[src/smb_pkg.sv]
// Shared constants, states and carriers of the SMBus mailbox
package smb_pkg;
  // ****************************************
  // Timing
  // ****************************************
  localparam int CLK_NS = 4;
  localparam int MST_SCL_NS = 10000;
  localparam int MST_QTR_CYC = MST_SCL_NS / (4 * CLK_NS);
  localparam int BUS_FREE_NS = 4700;
  localparam int BUS_FREE_CYC = (BUS_FREE_NS + CLK_NS - 1) / CLK_NS;
  // ****************************************
  // Register map (byte offsets)
  // ****************************************
  localparam logic [11:0] OFS_DATA = 12'h000;
  localparam logic [11:0] OFS_SLV_ADDR = 12'h004;
  localparam logic [11:0] OFS_CONTROL = 12'h00C;
  localparam logic [11:0] OFS_STATUS = 12'h02C;
  localparam logic [11:0] OFS_MST_CTRL = 12'h030;
  localparam logic [11:0] OFS_REGFILE = 12'h100;
  localparam logic [11:0] OFS_PKTBUF = 12'h200;
  localparam int RF_WORDS = 16;
  localparam logic [6:0] SLV_ADDR_RST = 7'h2A;
  localparam logic [6:0] SMB_DEFAULT_ADDR = 7'h61;
  localparam int CTL_DATSRC_BIT = 5;
  localparam int CTL_ALERT_BIT = 6;
  localparam int ST_RXEMPTY_BIT = 0;
  localparam int ST_TXEMPTY_BIT = 3;
  localparam int ST_TXFULL_BIT = 5;
  localparam int ST_MBUSY_BIT = 8;
  localparam int ST_ARBLOST_BIT = 9;
  localparam int ST_NACK_BIT = 10;
  localparam int ST_MDONE_BIT = 11;
  localparam int MCTL_START_BIT = 31;
  localparam int MCTP_HDR_BYTES = 8;
  localparam logic [7:0] MCTP_MIN_LEN = 8'(MCTP_HDR_BYTES - 3);
  localparam logic [7:0] MCTP_MAX_LEN = 8'(RF_WORDS);
  // ****************************************
  // AHB-Lite transfer types
  // ****************************************
  localparam logic [1:0] HTRANS_IDLE = 2'h0;
  localparam logic [1:0] HTRANS_BUSY = 2'h1;
  localparam logic [1:0] HTRANS_NONSEQ = 2'h2;
  localparam logic [1:0] HTRANS_SEQ = 2'h3;
  // ****************************************
  // States and carriers
  // ****************************************
  typedef enum logic [2:0] {
    S_IDLE = 3'b000, S_ADDR = 3'b001, S_ADACK = 3'b010, S_RX = 3'b011,
    S_RXACK = 3'b100, S_TX = 3'b101, S_TXACK = 3'b110
  } smb_slv_state_t;
  typedef enum logic [2:0] {
    M_IDLE = 3'b000, M_FAIR = 3'b001, M_START = 3'b010, M_XFER = 3'b011, M_STOP = 3'b100
  } smb_mst_state_t;
  typedef struct packed {
    logic [11:0] addr;
    logic write;
    logic mapped;
  } smb_ahb_req_t;
  typedef struct packed {
    logic [6:0] dest;
    logic [7:0] cmd;
    logic [7:0] len;
  } smb_mst_cfg_t;
endpackage : smb_pkg

[src/smb_sync2.sv]
// Two-flop synchroniser for pin inputs
`timescale 1ns/10ps
module smb_sync2 #(
  parameter int W = 2
) (
  input wire logic clk_sys,
  input wire logic rst_n,
  input wire logic [W-1:0] asyncIn,
  output logic [W-1:0] syncOut
);
  logic [W-1:0] metaQ;

  initial begin
    if (W < 1) $error("smb_sync2: W must be at least 1");
  end

  always_ff @(posedge clk_sys) begin
    if (!rst_n) begin
      metaQ <= '1;
      syncOut <= '1;
    end else begin
      metaQ <= asyncIn;
      syncOut <= metaQ;
    end
  end
endmodule : smb_sync2

[src/smb_two_buf.sv]
// Small valid/ready FIFO used on the receive and transmit byte paths
`timescale 1ns/10ps
module smb_two_buf #(
  parameter int W = 8,
  parameter int DEPTH = 2
) (
  input wire logic clk_sys,
  input wire logic rst_n,
  input wire logic inValid,
  output logic inReady,
  input wire logic [W-1:0] inData,
  output logic outValid,
  input wire logic outReady,
  output logic [W-1:0] outData
);
  localparam int AW = $clog2(DEPTH);
  logic [W-1:0] mem [DEPTH];
  logic [AW:0] wrPtrQ;
  logic [AW:0] rdPtrQ;
  wire doWr = inValid && inReady;
  wire doRd = outValid && outReady;

  initial begin
    if (DEPTH < 2 || (1 << AW) != DEPTH) $error("smb_two_buf: DEPTH must be a power of two >= 2");
  end

  assign inReady = (wrPtrQ[AW] == rdPtrQ[AW]) || (wrPtrQ[AW-1:0] != rdPtrQ[AW-1:0]);
  assign outValid = wrPtrQ != rdPtrQ;
  assign outData = mem[rdPtrQ[AW-1:0]];

  always_ff @(posedge clk_sys) begin
    if (doWr) mem[wrPtrQ[AW-1:0]] <= inData;
  end

  always_ff @(posedge clk_sys) begin
    if (!rst_n) begin
      wrPtrQ <= '0;
      rdPtrQ <= '0;
    end else begin
      if (doWr) wrPtrQ <= wrPtrQ + 1'b1;
      if (doRd) rdPtrQ <= rdPtrQ + 1'b1;
    end
  end
endmodule : smb_two_buf

[src/smb_mailbox_top.sv]
// SMBus mailbox: AHB-Lite slave, slave and master controllers, pin switch
`timescale 1ns/10ps
module smb_mailbox_top
  import smb_pkg::*;
#(
  parameter int QTR_CYC = MST_QTR_CYC,
  parameter int FREE_CYC = BUS_FREE_CYC
) (
  input wire logic clk_sys,
  input wire logic rst_n,
  input wire logic host_bus_port_hsel,
  input wire logic [31:0] host_bus_port_haddr,
  input wire logic [2:0] host_bus_port_hburst,
  input wire logic [2:0] host_bus_port_hsize,
  input wire logic [1:0] host_bus_port_htrans,
  input wire logic [31:0] host_bus_port_hwdata,
  input wire logic host_bus_port_hwrite,
  input wire logic host_bus_port_hready,
  output logic host_bus_port_hreadyout,
  output logic host_bus_port_hresp,
  output logic [31:0] host_bus_port_hrdata,
  output logic intReq,
  input wire logic scl_i,
  output logic scl_o,
  output logic scl_oe,
  input wire logic sda_i,
  output logic sda_o,
  output logic sda_oe,
  output logic smbAlert_n
);
  initial begin
    if (QTR_CYC < 2 || QTR_CYC > 65536 || FREE_CYC < 1 || FREE_CYC > 65536)
      $error("smb_mailbox_top: timing counts outside the 16-bit counters");
  end

  // ****************************************
  // Pin sampling
  // ****************************************
  logic [1:0] pinSync;
  logic sclP, sdaP, busyQ;
  smb_sync2 #(.W(2)) uSync (
    .clk_sys(clk_sys), .rst_n(rst_n), .asyncIn({scl_i, sda_i}), .syncOut(pinSync)
  );
  wire sclS = pinSync[1];
  wire sdaS = pinSync[0];
  wire sclRise = sclS && !sclP;
  wire sclFall = !sclS && sclP;
  wire startDet = sclS && sclP && sdaP && !sdaS;
  wire stopDet = sclS && sclP && !sdaP && sdaS;

  // ****************************************
  // Host port decode
  // ****************************************
  function automatic logic inRange(input logic [11:0] a, input logic [11:0] base);
    inRange = a[11:6] == base[11:6];
  endfunction

  wire [11:0] apAddr = {host_bus_port_haddr[11:2], 2'b00};
  // Every beat, burst or not, is a plain word access at its own address
  wire apValid = host_bus_port_hsel && host_bus_port_hready && host_bus_port_htrans[1];
  wire apMapped = apAddr == OFS_DATA || apAddr == OFS_SLV_ADDR || apAddr == OFS_CONTROL
                  || apAddr == OFS_STATUS || apAddr == OFS_MST_CTRL
                  || inRange(apAddr, OFS_REGFILE) || inRange(apAddr, OFS_PKTBUF);
  smb_ahb_req_t dpQ;
  logic dpValidQ, dpErrQ, readyQ, respQ;
  logic [31:0] rdataQ;
  wire dpWr = dpValidQ && dpQ.write && dpQ.mapped;
  wire dpRd = dpValidQ && !dpQ.write && dpQ.mapped;
  wire [3:0] dpIdx = dpQ.addr[5:2];
  wire [31:0] wd = host_bus_port_hwdata;

  // ****************************************
  // Host registers
  // ****************************************
  logic [6:0] slvAddrQ;
  logic [31:0] ctrlQ;
  logic [RF_WORDS-1:0][7:0] regFileQ;
  logic [7:0] pktBufQ [RF_WORDS];
  smb_mst_cfg_t mCfgQ;
  logic arbLostQ, nackQ, mDoneQ;
  wire rfWrEn = dpWr && inRange(dpQ.addr, OFS_REGFILE);
  wire mStartReq = dpWr && dpQ.addr == OFS_MST_CTRL && wd[MCTL_START_BIT];
  wire dataSrcReg = ctrlQ[CTL_DATSRC_BIT];

  // Byte paths through the two-entry buffers
  logic rxInValid, rxInReady, rxOutValid, txInReady, txOutValid, txLoad;
  logic [7:0] rxOutData, txOutData, sShiftQ;
  wire rxPop = dpRd && dpQ.addr == OFS_DATA;
  wire txPush = dpWr && dpQ.addr == OFS_DATA;
  smb_two_buf #(.W(8), .DEPTH(2)) uRxBuf (
    .clk_sys(clk_sys), .rst_n(rst_n), .inValid(rxInValid), .inReady(rxInReady),
    .inData(sShiftQ), .outValid(rxOutValid), .outReady(rxPop), .outData(rxOutData)
  );
  smb_two_buf #(.W(8), .DEPTH(2)) uTxBuf (
    .clk_sys(clk_sys), .rst_n(rst_n), .inValid(txPush), .inReady(txInReady),
    .inData(wd[7:0]), .outValid(txOutValid), .outReady(txLoad && !dataSrcReg),
    .outData(txOutData)
  );

  smb_mst_state_t mStateQ, mStateD;
  wire mBusy = mStateQ != M_IDLE;
  wire [31:0] statusWord = {20'h0, mDoneQ, nackQ, arbLostQ, mBusy, 2'h0, !txInReady,
                            1'b0, !txOutValid, 2'h0, !rxOutValid};
  wire [31:0] rdMux =
    dpQ.addr == OFS_DATA ? {24'h0, rxOutValid ? rxOutData : 8'h00} :
    dpQ.addr == OFS_SLV_ADDR ? {25'h0, slvAddrQ} :
    dpQ.addr == OFS_CONTROL ? ctrlQ :
    dpQ.addr == OFS_STATUS ? statusWord :
    dpQ.addr == OFS_MST_CTRL ? {8'h0, mCfgQ.len, mCfgQ.cmd, 1'b0, mCfgQ.dest} :
    inRange(dpQ.addr, OFS_REGFILE) ? {24'h0, regFileQ[dpIdx]} : {24'h0, pktBufQ[dpIdx]};

  // ****************************************
  // Host bus response
  // ****************************************
  always_ff @(posedge clk_sys) begin
    if (!rst_n) begin
      dpQ <= '0;
      dpValidQ <= 1'b0;
      dpErrQ <= 1'b0;
      readyQ <= 1'b1;
      respQ <= 1'b0;
      rdataQ <= 32'h0;
    end else begin
      dpValidQ <= apValid;
      dpQ <= '{addr: apAddr, write: host_bus_port_hwrite, mapped: apMapped};
      dpErrQ <= apValid && !apMapped;
      // Reads take one wait state, errors take the two-cycle response
      readyQ <= !(apValid && !(host_bus_port_hwrite && apMapped));
      respQ <= (apValid && !apMapped) || dpErrQ;
      if (dpRd) rdataQ <= rdMux;
    end
  end

  always_ff @(posedge clk_sys) begin
    if (!rst_n) begin
      slvAddrQ <= SLV_ADDR_RST;
      ctrlQ <= 32'h0;
      regFileQ <= '0;
    end else begin
      if (dpWr && dpQ.addr == OFS_SLV_ADDR) slvAddrQ <= wd[6:0];
      if (dpWr && dpQ.addr == OFS_CONTROL) ctrlQ <= wd;
      if (rfWrEn) regFileQ[dpIdx] <= wd[7:0];
    end
  end

  always_ff @(posedge clk_sys) begin
    if (dpWr && inRange(dpQ.addr, OFS_PKTBUF)) pktBufQ[dpIdx] <= wd[7:0];
  end

  // ****************************************
  // Slave controller
  // ****************************************
  smb_slv_state_t sStateQ, sStateD;
  logic [3:0] sBitQ, sBitD, sCmdQ, sCmdD;
  logic [7:0] sShiftD;
  logic sSdaQ, sSdaD, sFirstQ, sFirstD, sFlagQ, sFlagD;
  wire addrHit = sShiftQ[7:1] == slvAddrQ || sShiftQ[7:1] == SMB_DEFAULT_ADDR;
  wire [7:0] txByte = dataSrcReg ? regFileQ[sCmdQ] : (txOutValid ? txOutData : 8'hFF);

  always_comb begin
    sStateD = sStateQ;
    sBitD = sBitQ;
    sShiftD = sShiftQ;
    sSdaD = sSdaQ;
    sCmdD = sCmdQ;
    sFirstD = sFirstQ;
    sFlagD = sFlagQ;
    rxInValid = 1'b0;
    txLoad = 1'b0;
    if (startDet) begin // Repeated start keeps the command for Read Byte
      sStateD = S_ADDR;
      sBitD = 4'h0;
      sSdaD = 1'b0;
    end else if (stopDet) begin
      sStateD = S_IDLE;
      sSdaD = 1'b0;
    end else begin
      case (sStateQ)
        S_ADDR, S_RX: begin
          if (sclRise && sBitQ != 4'h8) begin
            sShiftD = {sShiftQ[6:0], sdaS};
            sBitD = sBitQ + 4'h1;
          end else if (sclFall && sBitQ == 4'h8) begin
            if (sStateQ == S_ADDR) begin
              sSdaD = addrHit;
              sFlagD = sShiftQ[0];
              sStateD = addrHit ? S_ADACK : S_IDLE;
            end else begin
              rxInValid = 1'b1;
              sSdaD = rxInReady;
              if (sFirstQ && rxInReady) sCmdD = sShiftQ[3:0];
              if (rxInReady) sFirstD = 1'b0;
              sStateD = S_RXACK;
            end
          end
        end
        S_ADACK, S_RXACK: begin
          if (sclFall) begin
            sBitD = 4'h0;
            if (sStateQ == S_ADACK && sFlagQ) begin
              txLoad = 1'b1;
              sShiftD = txByte;
              sSdaD = !txByte[7];
              sStateD = S_TX;
            end else begin
              sSdaD = 1'b0;
              if (sStateQ == S_ADACK) sFirstD = 1'b1;
              sStateD = S_RX;
            end
          end
        end
        S_TX: begin
          if (sclFall && sBitQ == 4'h7) begin
            sSdaD = 1'b0;
            sStateD = S_TXACK;
          end else if (sclFall) begin
            sShiftD = {sShiftQ[6:0], 1'b0};
            sSdaD = !sShiftQ[6];
            sBitD = sBitQ + 4'h1;
          end
        end
        S_TXACK: begin
          if (sclRise) begin
            sFlagD = !sdaS;
          end else if (sclFall && sFlagQ) begin
            txLoad = 1'b1;
            sShiftD = txByte;
            sSdaD = !txByte[7];
            sBitD = 4'h0;
            sStateD = S_TX;
          end else if (sclFall) begin
            sStateD = S_IDLE;
          end
        end
        default: sStateD = S_IDLE;
      endcase
    end
  end

  always_ff @(posedge clk_sys) begin
    if (!rst_n) begin
      sStateQ <= S_IDLE;
      {sBitQ, sCmdQ, sShiftQ} <= 16'h0;
      {sSdaQ, sFirstQ, sFlagQ} <= 3'h0;
      {sclP, sdaP, busyQ} <= 3'b110;
    end else begin
      sStateQ <= sStateD;
      {sBitQ, sCmdQ, sShiftQ} <= {sBitD, sCmdD, sShiftD};
      {sSdaQ, sFirstQ, sFlagQ} <= {sSdaD, sFirstD, sFlagD};
      {sclP, sdaP} <= {sclS, sdaS};
      busyQ <= startDet || (busyQ && !stopDet);
    end
  end

  // ****************************************
  // Master controller
  // ****************************************
  logic [15:0] mCntQ;
  logic [15:0] idleCntQ;
  logic [1:0] mPhQ;
  logic [3:0] mBitQ;
  logic [7:0] mIdxQ;
  logic mSdaQ, mSclQ;
  wire mOwn = mStateQ == M_START || mStateQ == M_XFER || mStateQ == M_STOP;
  wire mTick = mCntQ == 16'(QTR_CYC - 1);
  wire mHold = mPhQ == 2'h2 && !sclS && mStateQ != M_START;
  wire mLast = mIdxQ == mCfgQ.len + 8'h2;
  wire [7:0] mByte = mIdxQ == 8'h0 ? {mCfgQ.dest, 1'b0} : mIdxQ == 8'h1 ? mCfgQ.cmd :
                     mIdxQ == 8'h2 ? mCfgQ.len : pktBufQ[4'(mIdxQ - 8'h3)];
  wire mLose = mStateQ == M_XFER && mTick && mPhQ == 2'h2 && mBitQ != 4'h8 && !mSdaQ && !sdaS;
  wire mNack = mStateQ == M_XFER && mTick && mPhQ == 2'h2 && mBitQ == 4'h8 && sdaS;

  always_comb begin
    mStateD = mStateQ;
    case (mStateQ)
      M_IDLE: if (mStartReq) mStateD = M_FAIR;
      M_FAIR: if (idleCntQ == 16'(FREE_CYC - 1) && !busyQ) mStateD = M_START;
      M_START: if (mTick && mPhQ == 2'h1) mStateD = M_XFER;
      M_XFER: begin
        if (mLose) mStateD = M_FAIR;
        else if (mTick && mPhQ == 2'h3 && mBitQ == 4'h8 && (nackQ || mLast)) mStateD = M_STOP;
      end
      M_STOP: if (mTick && mPhQ == 2'h2) mStateD = M_IDLE;
      default: mStateD = M_IDLE;
    endcase
  end

  always_ff @(posedge clk_sys) begin
    if (!rst_n) begin
      mStateQ <= M_IDLE;
      {mCntQ, idleCntQ} <= 32'h0;
      {mPhQ, mBitQ, mIdxQ} <= 14'h0;
      {mSdaQ, mSclQ} <= 2'h0;
    end else begin
      mStateQ <= mStateD;
      mCntQ <= (mTick || !mOwn || mHold) ? 16'h0 : mCntQ + 16'h1;
      idleCntQ <= (mStateQ != M_FAIR || busyQ || !sclS || !sdaS) ? 16'h0 : idleCntQ + 16'h1;
      if (mStateD == M_FAIR) begin
        {mPhQ, mBitQ, mIdxQ} <= 14'h0;
        {mSdaQ, mSclQ} <= 2'h0;
      end else if (mOwn && mTick) begin
        mPhQ <= (mStateQ == M_START && mPhQ == 2'h1) ? 2'h0 : mPhQ + 2'h1;
        if (mStateQ == M_START) begin
          if (mPhQ == 2'h0) mSdaQ <= 1'b1;
          else mSclQ <= 1'b1;
        end else if (mStateQ == M_STOP) begin
          if (mPhQ == 2'h0) mSdaQ <= 1'b1;
          if (mPhQ == 2'h1) mSclQ <= 1'b0;
          if (mPhQ == 2'h2) mSdaQ <= 1'b0;
        end else if (mPhQ == 2'h0) begin
          mSdaQ <= mBitQ != 4'h8 && !mByte[3'(4'h7 - mBitQ)];
        end else if (mPhQ == 2'h1) begin
          mSclQ <= 1'b0;
        end else if (mPhQ == 2'h3) begin
          mSclQ <= 1'b1;
          mBitQ <= mBitQ == 4'h8 ? 4'h0 : mBitQ + 4'h1;
          if (mBitQ == 4'h8) mIdxQ <= mIdxQ + 8'h1;
        end
      end
    end
  end

  always_ff @(posedge clk_sys) begin
    if (!rst_n) begin
      mCfgQ <= '0;
      {arbLostQ, nackQ, mDoneQ} <= 3'h0;
    end else begin
      if (mStartReq && !mBusy) begin
        mCfgQ <= '{dest: wd[6:0], cmd: wd[15:8],
                   len: wd[23:16] < MCTP_MIN_LEN ? MCTP_MIN_LEN :
                        wd[23:16] > MCTP_MAX_LEN ? MCTP_MAX_LEN : wd[23:16]};
      end
      // Hardware events win over the clear made by a new start
      arbLostQ <= mLose || (arbLostQ && !mStartReq);
      nackQ <= mNack || (nackQ && !mStartReq && mStateQ != M_FAIR);
      mDoneQ <= (mStateQ == M_STOP && mStateD == M_IDLE) || (mDoneQ && !mStartReq);
    end
  end

  // ****************************************
  // Pin switch and registered outputs
  // ****************************************
  logic sclOeQ, sdaOeQ, pinLevelQ, intQ, alertNQ;
  always_ff @(posedge clk_sys) begin
    if (!rst_n) begin
      {sclOeQ, sdaOeQ, pinLevelQ, intQ} <= 4'h0;
      alertNQ <= 1'b1;
    end else begin
      sclOeQ <= mOwn && mSclQ;
      sdaOeQ <= mOwn ? mSdaQ : sSdaQ;
      intQ <= rxOutValid || mDoneQ || arbLostQ || nackQ;
      alertNQ <= !ctrlQ[CTL_ALERT_BIT];
    end
  end
  assign scl_oe = sclOeQ;
  assign sda_oe = sdaOeQ;
  assign scl_o = pinLevelQ;
  assign sda_o = pinLevelQ;
  assign intReq = intQ;
  assign smbAlert_n = alertNQ;
  assign host_bus_port_hreadyout = readyQ;
  assign host_bus_port_hresp = respQ;
  assign host_bus_port_hrdata = rdataQ;
endmodule : smb_mailbox_top

[config.mk]
export PLATFORM = sky130hd
export DESIGN_NAME = smb_mailbox_top
export DESIGN_NICKNAME = d
export VERILOG_FILES = /design/src/smb_pkg.sv /design/src/smb_sync2.sv /design/src/smb_two_buf.sv /design/src/smb_mailbox_top.sv
export SDC_FILE = /design/constraint.sdc
export NUM_CORES = 1
export LEC_CHECK = 0
export ABC_AREA = 1
export ABC_CLOCK_PERIOD_IN_PS = 2470
export BUFFER_PORTS_ARGS = -buffer_cell sky130_fd_sc_hd__buf_2
export CELL_PAD_IN_SITES_DETAIL_PLACEMENT = 0
export CELL_PAD_IN_SITES_GLOBAL_PLACEMENT = 2
export CORE_MARGIN = 3
export CORE_UTILIZATION = 30
export CTS_BUF_LIST = sky130_fd_sc_hd__clkbuf_4 sky130_fd_sc_hd__clkbuf_8
export CTS_CLUSTER_SIZE = 8
export DETAILED_ROUTE_END_ITERATION = 7
export GPL_TIMING_DRIVEN = 0
export PLACE_DENSITY_LB_ADDON = 0.1
export SLEW_MARGIN = 0
export SYNTH_ARGS = -nofsm -noshare
export SYNTH_HDL_FRONTEND = slang
export SYNTH_HIERARCHICAL = 1
export SYNTH_SLANG_ARGS = --single-unit
[constraint.sdc]
create_clock -name clk_sys -period 2.47 [get_ports clk_sys]
set_input_delay 0.494 -clock clk_sys [delete_from_list [all_inputs] [get_ports clk_sys]]
set_output_delay 0.494 -clock clk_sys [all_outputs]
set_load 0.01 [all_outputs]
==> impl_metrics.py <==
metrics = {
    "outcome": {
        "status": "complete, but fails checks",
        "violations": "setup timing",
    },
    "clock_network": {
        "clkLatencyLatePin_ns": 0.70,
        "cts_buffers": 93,
        "cts_tree": "yes",
        "cts_buffer_depth": 3,
        "clkSinkCount": 495,
        "clockRootBuffer": "clkbuf_8",
        "cts.clk_slew.worst_paths_ns": 0.06,
        "htreeDepth": 3,
    },
    "logic_synthesis": {
        "netlist_top_cells_count": "452 x nand2_1, 413 x inv_1, 370 x a21oi_1, 355 x o21ai_0, 335 x dfxtp_1",
        "synth_compound_area_frac": 0.2141,
        "yosys.area_share.simple": 0.1795,
        "synth_area_sq_um": 23710,
        "ys_seq_area_frac": 0.4855,
        "synth_edf_count": 160,
        "syn_inst": 3040,
        "synth.area.mux_share": 0.008022,
        "synth_area_per_cell_sq_um": 7.799,
        "synth_top_area_share": 0.2829,
        "synth-xor-area-share": 0.009605,
        "yosys.area.top_type": "dfxtp_1",
        "synth_top_family_by_area": "compound AO/OA/AOI/OAI gates",
        "ys_seq_elements": 495,
        "yosysUniqueCellTypes": 54,
        "synthAdderAreaFrac": 0.006861,
        "yosysMostFrequentCell": "nand2_1",
        "yosys_warnings": 6,
        "synth_flop_cell": "dfxtp_1",
        "synth.area.top_cells": "dfxtp_1 28%, edfxtp_1 20%, a21oi_1 7.8%",
        "async_flop_share": 0,
    },
    "timing": {
        "final_hold_viol_count": 0,
        "clock_skew_ns": 0.03398,
        "max_freq_ghz": 0.3857,
        "fin_crit_sh": 1.050,
        "fin_ws_ns": -0.1229,
        "post-route-min-period_ns": 2.593,
        "setup_tns_ns": -0.1258,
        "tightest_slew_ns": 1.103,
        "rsz0062_at_grt": "yes",
        "setup_viol": 2,
        "finalMaxSlewViolations": 0,
        "relSlewSlack": 0.2587,
    },
    "worst_setup_path": {
        "arrival_ns": 3.18,
        "crit_type": "reg2reg",
        "path_cells": "buf_4, ha_4, nand2_2, inv_4, nor2_4, clkinvlp_4, buf_12, o211ai_1, nand3_1, nand3_2, nand2_1, nand2_1, nand2_1, nand2_1, nand2_1, nand2_1, nand2_1, nand2_2, a21oi_2",
        "start_kind": "register",
        "endpoint": "mSdaQ",
        "max_stage_delay_ns": 0.37,
        "critPathSlowestCell": "dfxtp_4",
        "cpMostUsedCell": "nand2_1",
        "reg2reg_slack_ns": -0.12,
        "cp-end-kind": "register",
        "reg2reg_to": "mSdaQ",
        "crit_fanout": 5,
        "worstPathRequired_ns": 3.05,
        "r2r.worst_path.cells": 19,
        "timing.rr.start": "mIdxQ[0]",
        "crit_path_start": "mIdxQ[0]",
    },
    "detailed_routing": {
        "dr.first_iter.drc_count": 2076,
        "ant_nets": 0,
        "drc_errors": 0,
        "first_pass_iters": 6,
        "drt-total-wl_um": 108100,
        "wl_per_cell_um": 24.46,
        "route.vias.total": 23340,
        "routed_via_density": 5.279,
    },
    "pwr": {
        "total_power_mw": 18.05,
        "power.density_nw_per_um2": 614.3,
        "peakVddDrop_uv": 411.4,
        "p_leak_nw": 10.70,
    },
    "global_routing": {
        "track_usage": 0.2570,
        "antenna_found_initial": 3,
        "grt_pass1_vias": 22740,
        "grt.overflow.total": 0,
        "grt_max_degree": 28,
        "grt_first_pass_wirelength_um": 155100,
    },
    "floorplan": {
        "die_h_um": 287.1,
        "ioPinCount": 119,
        "initial_utilization": 0.3045,
        "design.core.area_sq_um": 77850,
        "die_w_um": 287.1,
        "rows": 102,
        "die-area_sq_um": 82440,
    },
    "placement": {
        "globalplace.congestion": 0.8891,
        "hpwlAfterDp_um": 76830,
        "port_buffers": 87,
        "place_ws_ns": -1.507,
    },
    "final_layout": {
        "postLayoutCoreUtil": 0.3775,
        "fin_nets": 3398,
        "drive_above_1_share": 0.1848,
        "syn2layout_area_growth_pct": 23.97,
    },
    "job": {
        "maxCapViolCount": 0,
    },
    "hold_path": {
        "hold_path.class": "in2reg",
        "hold_start": "host_bus_port_hready",
    },
}
## critical path: cells and delay by family (launching register included)
kind | cells | cell delay, ns
and+or+nand+nor | 12 | 1.14
adders and majority gates | 1 | 0.15
DFF | 1 | 0.37
buffers and inverters | 4 | 0.63
AOI/OAI and AO/OA | 2 | 0.17
## stage by stage
stage / hold slack [ns] / cell area, sq um / std cells
3_3_place_gp: 0.4113 / 25450 / 4168
5_1_grt: 0.05393 / 29380 / 4419
2_1_floorplan: 0.3708 / 23720 / 3041
3_5_place_dp: 0.4066 / 25620 / 4178
4_1_cts: 0.01584 / 28750 / 4393
6_report: 0.07270 / 29390 / 4421
## placed cells by master, fill, tap and decap left out, types with 10 or more instances in the layout
master / n
clkbuf_2: 23
clkbuf_1: 57
a221oi_1: 11
o21ai_0: 335
nand4_1: 27
o21ai_1: 15
a22oi_1: 19
nor2_2: 14
edfxtp_1: 160
o22ai_1: 64
nand2_1: 432
inv_2: 11
inv_1: 400
dfxtp_1: 327
o2111ai_1: 15
a211oi_2: 15
nand3_2: 25
o211ai_1: 29
nand3_1: 174
nor3_4: 13
mux2_2: 16
a21oi_1: 365
nor2_4: 18
clkbuf_8: 113
nand2_2: 26
clkinv_2: 11
clkbuf_4: 33
ha_1: 10
buf_4: 74
nor3_1: 15
nor3_2: 16
buf_6: 16
clkinvlp_4: 11
clkinv_1: 16
buf_2: 117
nor2_1: 192
xnor2_1: 15
## cells by family after synthesis
family	Yosys count
xor gates and xnor gates	26
adders and majority gates	13
muxes	17
AOI/OAI and AO/OA	913
buffers and inverters	593
and+or+nand+nor	982
other	1
DFF	495
## sequential cells by signal, indices dropped and copies added (netlist names), 3 cells and up, named ones only
| name | cells |
|---|---|
| ctrlQ | 32 |
| dpIdx | 4 |
| dpQ | 8 |
| host_bus_port_hrdata | 32 |
| idleCntQ | 16 |
| mBitQ | 4 |
| mCfgQ | 23 |
| mCntQ | 16 |
| mIdxQ | 8 |
| mStateQ | 3 |
| pktBufQ | 128 |
| regFileQ | 128 |
| sBitQ | 4 |
| sCmdQ | 4 |
| sShiftQ | 8 |
| sStateQ | 3 |
| slvAddrQ | 7 |
| uRxBuf/mem | 16 |
| uTxBuf/mem | 16 |
## layer usage
metal  share of wire  GRT usage  wire length, um
met1            0.45     0.3475            48450
met2            0.45     0.4123            48790
met3           0.057    0.03910             6208
met4           0.043     0.1009             4692
met5               0          0                0
## how the worst min path moves through the flow
stage / depth (start not counted) / slack [ns] / to
after floorplan: 1 / 0.37 / smbAlert_n
after detailed placement: 2 / 0.41 / uSync/syncOut[1]
after global routing: 3 / 0.05 / dpValidQ
final: 3 / 0.07 / dpValidQ
after global placement: 2 / 0.41 / uSync/syncOut[0]
after CTS: 3 / 0.02 / dpValidQ
## timing repair
item	in CTS	in global routing
buffers inserted	43	25
cloned	1	2
endpoints found under the hold margin	9	0
hold buffers	9	0
resized for setup	265	133
endpoints found under the setup margin	418	246
pin swaps	45	51
## cell type report
class / count / area [sq um]
fillers: 8227 / 48460
flip-flops and latches: 495 / 11530
multi-input cells: 1953 / 10670
clock buffers: 131 / 1665
inverters: 423 / 1637
well taps: 1040 / 1301
repair buffers: 177 / 1271
plain buffers: 163 / 1044
clock inverters: 34 / 264.0
diodes: 5 / 12.51
## power breakdown
part / switching (mW) / total [mW] / internal, mW
combinational: 0.775 / 1.04 / 0.264
sequential: 0.0379 / 8.46 / 8.42
clock: 3.81 / 8.56 / 4.74
total: 4.63 / 18.1 / 13.4
Note: power is estimated with default switching activity, not from simulation.
